==> src/core/adc_seq_pkg.sv <==
package adc_seq_pkg;

  // Register indices as printed; byte address is four times the index
  localparam logic [7:0]  IDX_RESULT     = 8'h70;
  localparam logic [7:0]  IDX_CTRL       = 8'h71;
  localparam logic [7:0]  IDX_IRQ_STATUS = 8'h72;
  localparam logic [7:0]  IDX_IRQ_MASK   = 8'h73;
  localparam logic [11:0] ADDR_RESULT     = {2'h0, IDX_RESULT, 2'h0};
  localparam logic [11:0] ADDR_CTRL       = {2'h0, IDX_CTRL, 2'h0};
  localparam logic [11:0] ADDR_IRQ_STATUS = {2'h0, IDX_IRQ_STATUS, 2'h0};
  localparam logic [11:0] ADDR_IRQ_MASK   = {2'h0, IDX_IRQ_MASK, 2'h0};

  // Control/status field positions
  localparam int POS_DONE = 7;
  localparam int POS_ON   = 5;
  localparam int POS_CHAN = 0;
  localparam int CHAN_W   = 4;

  // Reset values
  localparam logic [7:0] RESULT_RST = 8'h00;
  localparam logic [7:0] CTRL_RST   = 8'h00;
  localparam logic [1:0] IRQ_RST    = 2'h0;

  // Event bits in the interrupt status and mask registers
  localparam int EV_DONE    = 0;
  localparam int EV_ABORTED = 1;

  // Conversion timing in converter clock periods
  localparam int CONV_PERIODS = 12;
  localparam int SAR_STEPS    = 8;
  localparam int LOAD_PERIODS = CONV_PERIODS - SAR_STEPS;
  localparam int CPU_PER_ADC  = 2;

  // Fixed result codes at the reference rails
  localparam logic [7:0] CODE_FULL = 8'hFF;
  localparam logic [7:0] CODE_ZERO = 8'h00;

  // Sequencer phases
  typedef enum logic [1:0] {
    PH_OFF  = 2'b00,
    PH_LOAD = 2'b01,
    PH_SAR  = 2'b10
  } phase_t;

  // Signals toward the analog front end, kept together
  typedef struct packed {
    logic       powerOn;
    logic       sampleSwitch;
    logic [3:0] channel;
    logic [7:0] dacCode;
  } afe_ctrl_t;

endpackage

==> src/core/adc_sequencer_control.sv <==
`timescale 1ns/100ps
// Behaviour
// Input at top rail gives FFh, no overflow
// Input at bottom rail gives 00h
// Load then convert phases repeat endlessly
// Eight approximation steps, capacitor isolated
// Twelve converter clocks, converter at half rate
// Setting on bit starts continuous conversions
// Done flag set per conversion, no request
// Result held until next conversion completes
// Control write while on restarts conversion
// Result read or control write clears done
// Four-bit channel field selects input n
// On bit read/write; clear stops converter
// Wait ignored, halt disables the converter
// Result register read-only unsigned byte
// Software sets analog pins as plain inputs
// Switch-off aborts, result keeps last value
module adc_sequencer_control
  import adc_seq_pkg::*;
#(
  parameter int STEPS = SAR_STEPS
) (
  input  wire logic        clk_sys,
  input  wire logic        rst_b,
  // APB slave
  input  wire logic        psel,
  input  wire logic        penable,
  input  wire logic        pwrite,
  input  wire logic [11:0] paddr,
  input  wire logic [31:0] pwdata,
  input  wire logic [3:0]  pstrb,
  output logic      [31:0] prdata,
  output logic             pready,
  output logic             pslverr,
  // Power mode inputs from the clock controller
  input  wire logic        haltMode,
  input  wire logic        waitMode,
  // Comparator: high when sampled input is at or above the trial code
  input  wire logic        compareHigh,
  // Analog front end control
  output afe_ctrl_t        afeCtrl,
  output logic             irq
);

  // Always ready: every access completes in its first access cycle
  assign pready = 1'b1;

  // Bus decode
  // Offsets are word indices; the byte address is four times the index.
  // Only the low byte lane carries register data, so only pstrb[0] is
  // looked at; a write with that lane off to the control, status or mask register is ignored without an error.
  // Decode is purely combinational because pready is tied high and the
  // address is held for the whole access phase.
  wire        access     = psel && penable;
  wire        wrAccess   = access && pwrite;
  wire        rdAccess   = access && !pwrite;
  wire        hitResult  = (paddr == ADDR_RESULT);
  wire        hitCtrl    = (paddr == ADDR_CTRL);
  wire        hitIrqStat = (paddr == ADDR_IRQ_STATUS);
  wire        hitIrqMask = (paddr == ADDR_IRQ_MASK);
  wire        hitAny     = hitResult || hitCtrl || hitIrqStat || hitIrqMask;
  wire        lane0      = pstrb[0];
  // Result is read-only; a write to it is an error R14
  wire        badAccess  = !hitAny || (pwrite && hitResult);
  wire        ctrlWrite  = wrAccess && hitCtrl && lane0;
  wire        resultRead = rdAccess && hitResult;

  assign pslverr = access && badAccess;

  // Registers
  // All state sits in flip-flops with an asynchronous clear.
  // The on bit and channel field belong to software; the done flag and
  // the result belong to the hardware, and software only clears done.
  logic [7:0]        result;     // Last completed conversion
  logic              convOn;     // Converter-on bit
  logic [CHAN_W-1:0] chanSel;    // Channel select field
  logic              doneFlag;   // Conversion-done flag
  logic [1:0]        irqStatus;  // Sticky events
  logic [1:0]        irqMask;    // Event enables
  phase_t            phase;
  logic              adcTick;    // Converter clock enable, half of clk_sys
  logic [3:0]        periodCnt;  // Converter periods within the phase
  logic [7:0]        sarCode;    // Trial code being built
  logic [2:0]        bitIdx;     // Bit currently under trial

  // The converter is powered only while software has it on and the
  // clock controller is not in halt. Wait mode is deliberately unused:
  // the core keeps converting while the processor sleeps.
  // Halt stops the converter; wait mode has no effect R13
  wire running = convOn && !haltMode;

  // Converter clock enable: one pulse every second system clock R05
  // The enable restarts from zero whenever the converter stops, so the
  // first tick of a conversion started from off falls one system clock after start.
  // A free-running divider would save a gate but make the conversion
  // length depend on the phase of an unrelated counter.
  always_ff @(posedge clk_sys or negedge rst_b) begin
    if (!rst_b) begin
      adcTick <= 1'b0;
    end else begin
      adcTick <= running ? !adcTick : 1'b0;
    end
  end

  // Phase end conditions, in converter periods
  // The load phase counts converter ticks; the approximation phase
  // counts down the bit under trial, so neither needs a wide counter.
  // Both phase ends are qualified by the tick to stay on the slow grid.
  wire loadEnd = adcTick && (phase == PH_LOAD) && (periodCnt == 4'(LOAD_PERIODS - 1));
  wire sarEnd  = adcTick && (phase == PH_SAR) && (bitIdx == 3'h0);
  // Restart on control write while on; abort on switch-off R06 R09 R16
  wire restart = ctrlWrite && pwdata[POS_ON];
  wire abortCv = (phase != PH_OFF) && (ctrlWrite || !running);

  // Final code: comparator decision folded into current trial bit
  // A low comparator answer drops the bit that is on trial; a high
  // answer keeps it. Inputs at the top rail keep every bit and inputs at
  // the bottom rail drop every bit, so no special rail logic is needed.
  wire [7:0] trialDone = compareHigh ? sarCode : (sarCode & ~(8'h01 << bitIdx));

  // Sequencer: load phase, then eight approximation steps, repeat R03
  // Timing of one conversion, counted in system clocks from the edge
  // that enters the load phase:
  //   edges 1 to 8   four converter ticks with the capacitor connected
  //   edges 9 to 24  eight ticks, one result bit per tick, MSB first
  // The last tick stores the result and sets the done flag, and the same
  // edge re-enters the load phase, so conversions run back to back.
  // A control write has priority over everything else in this block so
  // that a restart never mixes bits from two different samples.
  always_ff @(posedge clk_sys or negedge rst_b) begin
    if (!rst_b) begin
      phase     <= PH_OFF;
      periodCnt <= 4'h0;
      sarCode   <= 8'h00;
      bitIdx    <= 3'h7;
    end else if (ctrlWrite) begin
      // Any control write drops the work in progress R09
      phase     <= (restart && !haltMode) ? PH_LOAD : PH_OFF;
      periodCnt <= 4'h0;
      sarCode   <= 8'h00;
      bitIdx    <= 3'h7;
    end else if (!running) begin
      // Off or halted: nothing runs; a halt that lands on the last tick still stores the result R12 R16
      phase     <= PH_OFF;
      periodCnt <= 4'h0;
      bitIdx    <= 3'h7;
    end else begin
      unique case (phase)
        PH_OFF: begin
          // Switched on by some path other than a control write
          phase <= PH_LOAD;
        end
        PH_LOAD: begin
          if (adcTick) begin
            periodCnt <= periodCnt + 4'h1;
          end
          if (loadEnd) begin
            phase   <= PH_SAR;
            sarCode <= 8'h80;
            bitIdx  <= 3'h7;
          end
        end
        PH_SAR: begin
          if (adcTick) begin
            if (bitIdx == 3'h0) begin
              phase     <= PH_LOAD;
              periodCnt <= 4'h0;
            end else begin
              // Keep or drop tried bit, then try the next one R04
              sarCode <= trialDone | (8'h01 << (bitIdx - 3'h1));
              bitIdx  <= bitIdx - 3'h1;
            end
          end
        end
        default: begin
          // Unused code: fall back to the stopped state
          phase <= PH_OFF;
        end
      endcase
    end
  end

  // Result updates only at the end of a full conversion R08
  // Rail inputs give all-ones or all-zeros naturally R01 R02
  // Writes that hit the result register are refused on the bus and never
  // reach this flip-flop; a switch-off simply stops the update.
  always_ff @(posedge clk_sys or negedge rst_b) begin
    if (!rst_b) begin
      result <= RESULT_RST;
    end else if (sarEnd && !ctrlWrite) begin
      result <= trialDone;
    end
  end

  // Control fields; software owns on bit and channel R11 R12
  // Bits 6 and 4 are reserved: writes to them are dropped and they read 0.
  // Halt leaves the on bit alone, so conversions resume when halt drops.
  always_ff @(posedge clk_sys or negedge rst_b) begin
    if (!rst_b) begin
      convOn  <= CTRL_RST[POS_ON];
      chanSel <= CTRL_RST[POS_CHAN +: CHAN_W];
    end else if (ctrlWrite) begin
      convOn  <= pwdata[POS_ON];
      chanSel <= pwdata[POS_CHAN +: CHAN_W];
    end
  end

  // Done flag: set at conversion end wins over a result-read clear R07 R10
  // A control write in the completion cycle aborts that conversion, so
  // its result is discarded and the flag stays clear. A result read in
  // the completion cycle loses to the set, so no completion is missed.
  wire setDone = sarEnd && !ctrlWrite;
  always_ff @(posedge clk_sys or negedge rst_b) begin
    if (!rst_b) begin
      doneFlag <= CTRL_RST[POS_DONE];
    end else if (setDone) begin
      doneFlag <= 1'b1;
    end else if (resultRead || ctrlWrite) begin
      doneFlag <= 1'b0;
    end
  end

  // Sticky event bits, write one to clear, set beats clear
  // The converter core itself raises no request. These two sticky bits
  // are an addition for the system: bit 0 for each completion, bit 1 for
  // each abandoned conversion. Both reset masked, so irq stays low.
  wire [1:0] evSet = {abortCv, setDone};
  wire [1:0] evClr = (wrAccess && hitIrqStat && lane0) ? pwdata[1:0] : 2'h0;
  always_ff @(posedge clk_sys or negedge rst_b) begin
    if (!rst_b) begin
      irqStatus <= IRQ_RST;
      irqMask   <= IRQ_RST;
    end else begin
      irqStatus <= (irqStatus & ~evClr) | evSet;
      if (wrAccess && hitIrqMask && lane0) begin
        irqMask <= pwdata[1:0];
      end
    end
  end

  // System-level line; the converter itself raises no request R07
  assign irq = |(irqStatus & irqMask);

  // Read data mux
  // Unmapped addresses read as zero; pslverr flags them separately.
  // Every source is a flip-flop; the mux only selects by address.
  wire [7:0] ctrlView = {doneFlag, 1'b0, convOn, 1'b0, chanSel};
  always_comb begin
    prdata = 32'h0000_0000;
    if (hitResult) prdata = {24'h00_0000, result};
    if (hitCtrl)   prdata = {24'h00_0000, ctrlView};
    if (hitIrqStat) prdata = {30'h0000_0000, irqStatus};
    if (hitIrqMask) prdata = {30'h0000_0000, irqMask};
  end

  // Front end: capacitor connected only in load phase R04
  // A channel change always comes with a control write, which drops the
  // work in progress: a conversion never mixes two inputs.
  // The capacitor keeps its charge between conversions, which saves
  // current on the pin when a single channel is measured.
  always_comb begin
    afeCtrl.powerOn      = running;
    afeCtrl.sampleSwitch = (phase == PH_LOAD);
    afeCtrl.channel      = chanSel;
    afeCtrl.dacCode      = sarCode;
  end

  // Helper counting system clocks of one conversion
  // It clears on every completion, abort and stop, so it measures
  // exactly one uninterrupted conversion.
  logic [5:0] convClk;
  always_ff @(posedge clk_sys or negedge rst_b) begin
    if (!rst_b) begin
      convClk <= 6'h00;
    end else if (phase == PH_OFF || ctrlWrite || sarEnd) begin
      convClk <= 6'h00;
    end else begin
      convClk <= convClk + 6'h01;
    end
  end

  // Comparator history of the running conversion, for the rail checks
  // A rail code needs every trial to agree, so one dissent is enough
  logic anyLow;   // Some trial answered below
  logic anyHigh;  // Some trial answered above
  always_ff @(posedge clk_sys or negedge rst_b) begin
    if (!rst_b) begin
      anyLow  <= 1'b0;
      anyHigh <= 1'b0;
    end else if (phase != PH_SAR) begin
      anyLow  <= 1'b0;
      anyHigh <= 1'b0;
    end else if (adcTick) begin
      anyLow  <= anyLow || !compareHigh;
      anyHigh <= anyHigh || compareHigh;
    end
  end

  // Assertions: every property is clocked by clk_sys and switched off
  // while reset is asserted. Rail checks use the comparator history
  // above rather than the datapath, so they do not restate it.
  chk_conv_length: assert property (@(posedge clk_sys) disable iff (!rst_b)
    sarEnd |-> convClk >= 6'(CONV_PERIODS * CPU_PER_ADC - 2)
            && convClk <= 6'(CONV_PERIODS * CPU_PER_ADC - 1))
    else $error("conversion length wrong");
  chk_done_sets: assert property (@(posedge clk_sys) disable iff (!rst_b)
    setDone |=> doneFlag)
    else $error("done flag not set");
  chk_done_clear: assert property (@(posedge clk_sys) disable iff (!rst_b)
    (resultRead && !setDone) |=> !doneFlag)
    else $error("done flag not cleared by read");
  chk_result_hold: assert property (@(posedge clk_sys) disable iff (!rst_b)
    !$past(sarEnd) |-> $stable(result))
    else $error("result changed between conversions");
  chk_restart_load: assert property (@(posedge clk_sys) disable iff (!rst_b)
    (restart && !haltMode) |=> phase == PH_LOAD && !doneFlag)
    else $error("control write did not restart");
  chk_off_stops: assert property (@(posedge clk_sys) disable iff (!rst_b)
    (!convOn && !ctrlWrite) |=> phase == PH_OFF)
    else $error("converter ran while off");
  chk_halt_stops: assert property (@(posedge clk_sys) disable iff (!rst_b)
    haltMode |-> !afeCtrl.powerOn ##1 phase == PH_OFF)
    else $error("converter ran in halt");
  chk_cap_isolated: assert property (@(posedge clk_sys) disable iff (!rst_b)
    phase == PH_SAR |-> !afeCtrl.sampleSwitch)
    else $error("capacitor connected during approximation");
  chk_loop_back: assert property (@(posedge clk_sys) disable iff (!rst_b)
    (sarEnd && running && !ctrlWrite) |=> phase == PH_LOAD)
    else $error("sequencer did not loop");
  chk_full_scale: assert property (@(posedge clk_sys) disable iff (!rst_b)
    (sarEnd && !ctrlWrite && !anyLow && compareHigh) |=> result == CODE_FULL)
    else $error("full scale code wrong");
  chk_zero_scale: assert property (@(posedge clk_sys) disable iff (!rst_b)
    (sarEnd && !ctrlWrite && !anyHigh && !compareHigh) |=> result == CODE_ZERO)
    else $error("zero scale code wrong");
  chk_tick_half: assert property (@(posedge clk_sys) disable iff (!rst_b)
    (running && $past(running)) |-> (adcTick != $past(adcTick)))
    else $error("converter tick not at half rate");
  chk_chan_follow: assert property (@(posedge clk_sys) disable iff (!rst_b)
    ctrlWrite |=> afeCtrl.channel == $past(pwdata[POS_CHAN +: CHAN_W]))
    else $error("channel not taken from control write");
  chk_wait_ignored: assert property (@(posedge clk_sys) disable iff (!rst_b)
    (waitMode && convOn && !haltMode) |-> afeCtrl.powerOn)
    else $error("wait mode stopped the converter");
  chk_result_ro: assert property (@(posedge clk_sys) disable iff (!rst_b)
    (wrAccess && hitResult && !sarEnd) |=> $stable(result))
    else $error("result changed by a bus write");

  // Covers for the main scenarios

  cov_conversion: cover property (@(posedge clk_sys) disable iff (!rst_b) setDone);
  cov_abort: cover property (@(posedge clk_sys) disable iff (!rst_b) phase == PH_SAR && ctrlWrite);
  cov_halt: cover property (@(posedge clk_sys) disable iff (!rst_b) convOn && haltMode);
  cov_read_done: cover property (@(posedge clk_sys) disable iff (!rst_b) resultRead && doneFlag);
  cov_full_scale: cover property (@(posedge clk_sys) disable iff (!rst_b) sarEnd && !anyLow && compareHigh);

endmodule

==> config.mk <==
export PLATFORM = sky130hd
export DESIGN_NAME = adc_sequencer_control
export DESIGN_NICKNAME = d
export VERILOG_FILES = /design/src/core/adc_seq_pkg.sv /design/src/core/adc_sequencer_control.sv
export SDC_FILE = /design/constraint.sdc
export NUM_CORES = 1
export LEC_CHECK = 0
export BUFFER_PORTS_ARGS = -buffer_cell sky130_fd_sc_hd__buf_2
export CORE_ASPECT_RATIO = 0.7
export CORE_MARGIN = 1
export CORE_UTILIZATION = 35
export CTS_CLUSTER_DIAMETER = 120
export DETAILED_ROUTE_END_ITERATION = 10
export PLACE_DENSITY_LB_ADDON = 0.12
export SLEW_MARGIN = 20
export SYNTH_ARGS = -nofsm -noshare
export SYNTH_HDL_FRONTEND = slang
export SYNTH_SLANG_ARGS = --single-unit
==> constraint.sdc <==
create_clock -name clk_sys -period 4.1 [get_ports clk_sys]
set_clock_uncertainty 0.1 [all_clocks]
set_input_delay 0.82 -clock clk_sys [delete_from_list [all_inputs] [get_ports clk_sys]]
set_output_delay 0.82 -clock clk_sys [all_outputs]
set_load 0.01 [all_outputs]
Word-level counts from Yosys, hierarchy flattened
Index checks and enable logic that the tools add are counted.
{"block": "classes", "addsub": 2, "n_mul": 0, "n_div": 0, "magnitude_cmp": 0, "n_eq_ne": 16, "n_shift": 2, "muxes": 34, "bitwise": 7, "n_reduce_logical": 44}
{"op": "$mux W32", "count": 3}
{"op": "$mux W8", "count": 7}
{"op": "$eq A12 B9 Y1 const B", "count": 4}
{"op": "$logic_and A1 B1 Y1", "count": 21}
{"op": "$mux W4", "count": 5}
{"op": "$pmux W8 S2", "count": 1}
{"op": "$shl A1 B3 Y8 const A", "count": 2}
{"op": "$mux W3", "count": 5}
{"op": "$mux W2", "count": 6}
{"op": "$ne A4 B3 Y1 const B", "count": 3}
{"op": "$ne A4 B4 Y1 const B", "count": 3}
{"op": "$and A8 B8 Y8", "count": 1}
{"op": "$not A8 Y8", "count": 1}
{"op": "$or A8 B8 Y8", "count": 1}
{"op": "$pmux W4 S2", "count": 1}
{"op": "$reduce_and A4 Y1", "count": 2}
{"op": "$logic_not A1 Y1", "count": 6}
{"op": "$logic_or A1 B1 Y1", "count": 6}
{"op": "$ne A3 B3 Y1 const B", "count": 2}
{"op": "$pmux W2 S3", "count": 1}
{"op": "$pmux W3 S2", "count": 1}
{"op": "$reduce_bool A2 Y1", "count": 3}
{"op": "$reduce_and A5 Y1", "count": 1}
{"op": "$add A4 B1 Y4 const B", "count": 1}
{"op": "14 further kinds", "count": 18}
{"block": "totals", "reg_bits": 36, "latch_bits": 0, "ram_bits": 0, "mem_bits_ro": 0, "inputBits": 56, "out_inout_bits": 49, "elab_cells": 116, "memories": 0}

Logic depth before layout (Yosys ltp)
{"block": "logic_depth", "word_depth": 10, "ltp_mapped": 7, "mapped_depth_nobuf": 6}

Worst setup path after synthesis
No wires, ideal clock.
{"block": "synth_path", "path_kind": "in2out", "start": "input port paddr[11]", "end": "output port prdata[4]", "arrival_ps": 1867, "required_ps": 3180, "path_slack_ps": 1313, "cell_stages": 4, "path_buffers": 1, "cell_sequence": "nor4_4 > nand4bb_1 > clkbuf_1 > nor3b_1"}
{"block": "synth_via", "elab_chain_cells": 5, "elab_cells_between_ends": 8, "cone_classes": "eq/ne (4); mux (4)"}
{"item": "start: declaration", "line": "adc_sequencer_control.sv:30", "rtl": "input wire logic [11:0] paddr,"}
{"item": "$eq A12 B9 Y1", "line": "adc_sequencer_control.sv:58", "rtl": "wire hitResult = (paddr == ADDR_RESULT);"}
{"item": "$mux W8", "line": "adc_sequencer_control.sv:251", "rtl": "if (hitResult) prdata = {24'h00_0000, result};"}
{"item": "$mux W32", "line": "adc_sequencer_control.sv:252", "rtl": "if (hitCtrl) prdata = {24'h00_0000, ctrlView};"}
{"item": "$mux W32", "line": "adc_sequencer_control.sv:253", "rtl": "if (hitIrqStat) prdata = {30'h0000_0000, irqStatus};"}
{"item": "$mux W32 (*)", "line": "adc_sequencer_control.sv:254", "rtl": "if (hitIrqMask) prdata = {30'h0000_0000, irqMask};"}
{"item": "end: declaration", "line": "adc_sequencer_control.sv:33", "rtl": "output logic [31:0] prdata,"}
Mark *: on every way between the ends. The rest lies on a longest branch, timed or not.

Final worst setup path
{"block": "layout_path", "start": "input port paddr[5]", "end": "output port prdata[4]"}
Same word-level chain as after synthesis.

==> summary.md <==
In this run, synthesis inferred 0 flip-flops with an integrated enable. The run gives 877 ps as the placement-stage worst setup slack. The number of synthesized register bits was 36; the die extent in y was 71.0 um. Counting the buffers created by CTS gives 5. TritonCTS built the clock tree. From left edge to right edge, the die measures 101 um. Across all setup checks in the final design, the least slack found is 854 ps. Setup repair after global routing left no endpoint under its margin. The netlist uses 54 different library cells.

In the global route stage, overall resource usage came out at 17.3%. The clock passes through at most 2 buffers. The worst path uses 79.2% of the clock period. The worst setup path is launched from an input port.

Once the floorplan was initialized, standard cells occupied 37.2% of the core. Walking the worst path, the cells encountered are buf_2, nor4b_4, nand4bb_1, nor3b_1, buf_2. The worst-case IR drop observed on VDD is 0.105 mV. Once the clock tree was built, the setup fixing pass inserted 0 buffers.

Net switching is 25.0% of the power. The run gives 36 as the number of sinks on the clock net. The repair_antennas step left the layout with diodes totalling 0. In this design, the critical path's most frequently occurring cell is sky130_fd_sc_hd__buf_2. For the worst setup path, the data required time is 3180 ps. The worst setup path is captured at a primary output. The final critical delay including setup and external delays is 3250 ps.

For the final hold violation count, the log shows 0. The number of placement rows came out at 24. The library cell used most frequently in the layout, excluding fill and tap cells, is sky130_fd_sc_hd__buf_2.

The power per standard cell area was 265 mW/mm^2; the worst setup slack for register-to-register paths was 1550 ps. The final count of pins violating max slew is 0, and the proportion of synthesized flip-flops having asynchronous set or reset is 100%. The clock tree synthesis step divided the H-tree into 2 levels. The total area inside the core boundary comes to 0.00640 sq mm. Along the worst path, the maximum fanout reaches 8. The count of hold-fix buffers inserted at cts came out at 0. In the post-synthesis netlist, the biggest area contributors are sky130_fd_sc_hd__dfrtp_1 35%, sky130_fd_sc_hd__buf_4 8.5%, sky130_fd_sc_hd__mux2_2 4.3%.

Gates resized during post-CTS repair numbered 0. Summed over all nets, the switching power comes to 0.000178 W. For the initial antenna violation count, the log shows 0. The path category of the worst min-delay check is reg -> reg.

The tools report the worst min-delay path endpoint as chanSel[2]. On the critical path the largest part of the delay comes from simple AND/OR/NAND/NOR gates. In this run the most critical hold path is launched from chanSel[2]. In this run the static leakage power is 1.31 nW. Global placer's final weighted congestion: 0.768.

After detailed routing, the average wire length per cell comes to 15.0 um. The cell with the largest stage delay on the worst path is sky130_fd_sc_hd__nand4bb_1. Combinational cells account for 9.5% of the total power.

The most used flip-flop cell after synthesis was sky130_fd_sc_hd__dfrtp_1. The die covers 0.00715 sq mm. The routed design has 5.72 mm of wire.

After detailed routing, the number of remaining DRC violations is 0. The number of global-route vias before repair is 1734, and the relative contribution of sequential cells to total power is 51.6%. Clock root buffer master: sky130_fd_sc_hd__clkbuf_8. After synthesis, flip-flops and latches occupy 38.0% of the total area.

For the total setup violations reported at the end of the flow, the log shows 0. After detailed routing, the number of vias per cell comes to 4.97. The number of nets still failing antenna checks after routing is 0, and the fraction of the core area covered by cells at the end of the flow is 41.9%.

Aggregate global routing overflow: 0. I/O pin count: 105. Average cell area after synthesis: 9.61 sq um.

The cell count of the worst reg-to-reg path was 6. Hold is met by 395 ps. Leaving out fill and tap cells, the most frequent cells in the layout are 48 x sky130_fd_sc_hd__buf_2, 33 x sky130_fd_sc_hd__dfrtp_1, 25 x sky130_fd_sc_hd__conb_1. The internal power of the cells totals 0.000533 W.

The cell count after synthesis is 248, and the count of vias placed by the detailed router is 1897. The actual transition at the worst max-transition pin came out at 851 ps. After clock tree synthesis, the clock-pin slew on the worst setup and hold paths is 70 ps. The tools report the total iterations of the first detailed-routing run as 4.

In this run the critical register-to-register path is launched from bitIdx[0]. Summing every instance area after synthesis gives 0.00238 sq mm. Per report_power, the clock group accounts for 38.9% of the total.

The proportion of netlist area held by the largest area contributor was 34.7%; the aggregate negative setup slack was 0 ps. Relative to the synthesized area, the layout overhead comes to 12.6%. The cell type with the highest aggregate area in the netlist is sky130_fd_sc_hd__dfrtp_1. The HPWL after detailed placement is 4.29 mm. Timing would allow up to 0.308 GHz.

The run gives 2330 ps as the worst endpoint data arrival time. The number of cells on the worst hold path works out to 2. The final-stage net count was 354. Worst reg2reg path endpoint: sarCode[3]. The critical path in this run is classified as in -> out. The share of post-route cells with drive strength above 1 works out to 27.8%.

The pin count of the biggest net entering global routing came out at 37. The first routing iteration left 63 violations. The number of buffer and inverter stages on the critical path came out at 2.

The logs give 290 ps for the clock insertion delay at the later pin of the skew report and 9.35 mm for the global-route wire length before repair. The tools report the headroom to the max-slew limit as 43.1%. The run gives 0 as the number of maximum-capacitance constraint violations. The number of warning messages in the yosys log was 0.

The run finished with clean final reports. Input and output buffers added on the ports amount to 48. Critical path's largest stage delay: 480 ps.
Yosys cell counts (all sizes together) (7+ instances only):
library cell,n
a21boi,7
a21oi,15
a22oi,8
buf,30
dfrtp,33
ha,7
inv,8
mux2,9
nand2,20
nand3,7
nor2,15
o21ai,17
power groups by stage:
stage / Combinational, W / Sequential (W) / Clock (W)
after floorplan: 0.0000569 / 0.000369 / 0
after global placement: 0.0000669 / 0.000373 / 0
after detailed placement: 0.0000676 / 0.000373 / 0
after CTS: 0.0000680 / 0.000366 / 0.000281
after global routing: 0.0000763 / 0.000367 / 0.000302
final: 0.0000675 / 0.000366 / 0.000277
tightest hold or removal path, cell delays in order (launching register included):
cell and delay, ps:
sky130_fd_sc_hd__dfrtp_1 360, sky130_fd_sc_hd__nand2_1 50, sky130_fd_sc_hd__nand2_1 50
layer usage:
| layer | track usage, % | wire length, um |
|---|---|---|
| met4 | 4.35 | 59 |
| met2 | 23.3 | 2350 |
| met5 | 0 | 0 |
| met1 | 27.2 | 3040 |
| met3 | 4.15 | 273 |
layout make-up:
type	count	area, sq um
fill	651	3710
multi-input combinational	192	1300
sequential	36	905
timing repair buffer	48	240
tap	91	114
clock buffer	7	96.3
inverter	8	30.0
per-stage QoR:
step	total power [W]	cell area (sq um)	std cells
6_report	0.000710	2680	382
5_1_grt	0.000745	2680	382
4_1_cts	0.000715	2680	382
3_5_place_dp	0.000440	2590	375
3_3_place_gp	0.000440	2590	375
2_1_floorplan	0.000426	2470	271
flip-flops by register name (all words and copies together) (netlist names):
register and cells:
adcTick 1, result 8, doneFlag 1, irqStatus 2, periodCnt 4, chanSel 4
irqMask 2, phase 2, convOn 1, sarCode 8, bitIdx 3
cells by family (layout without fill, tap and decap cells):
kind of cell	after synthesis	count (layout)	synth area share (%)
AND/OR/NAND/NOR	81	81	21.4
AO/OA/AOI/OAI	59	59	15.7
buffers and inverters	43	63	11.2
flip-flops	36	36	38.0
multiplexers	17	17	8.67
adder cells (fa/ha/maj)	7	7	3.68
XOR/XNOR	3	3	1.10
other	2	25	0.315
how the worst max path moves through the flow:
stage / from / endpoint / slack, ps / cells past startpoint
after detailed placement: paddr[11] / prdata[4] / 880 / 5
after global placement: paddr[5] / prdata[4] / 900 / 5
after CTS: paddr[11] / prdata[4] / 870 / 5
after floorplan: paddr[11] / prdata[4] / 1310 / 4
after global routing: paddr[5] / prdata[6] / 700 / 5
final: paddr[5] / prdata[4] / 850 / 5
Power figures use the tool's default switching activity.
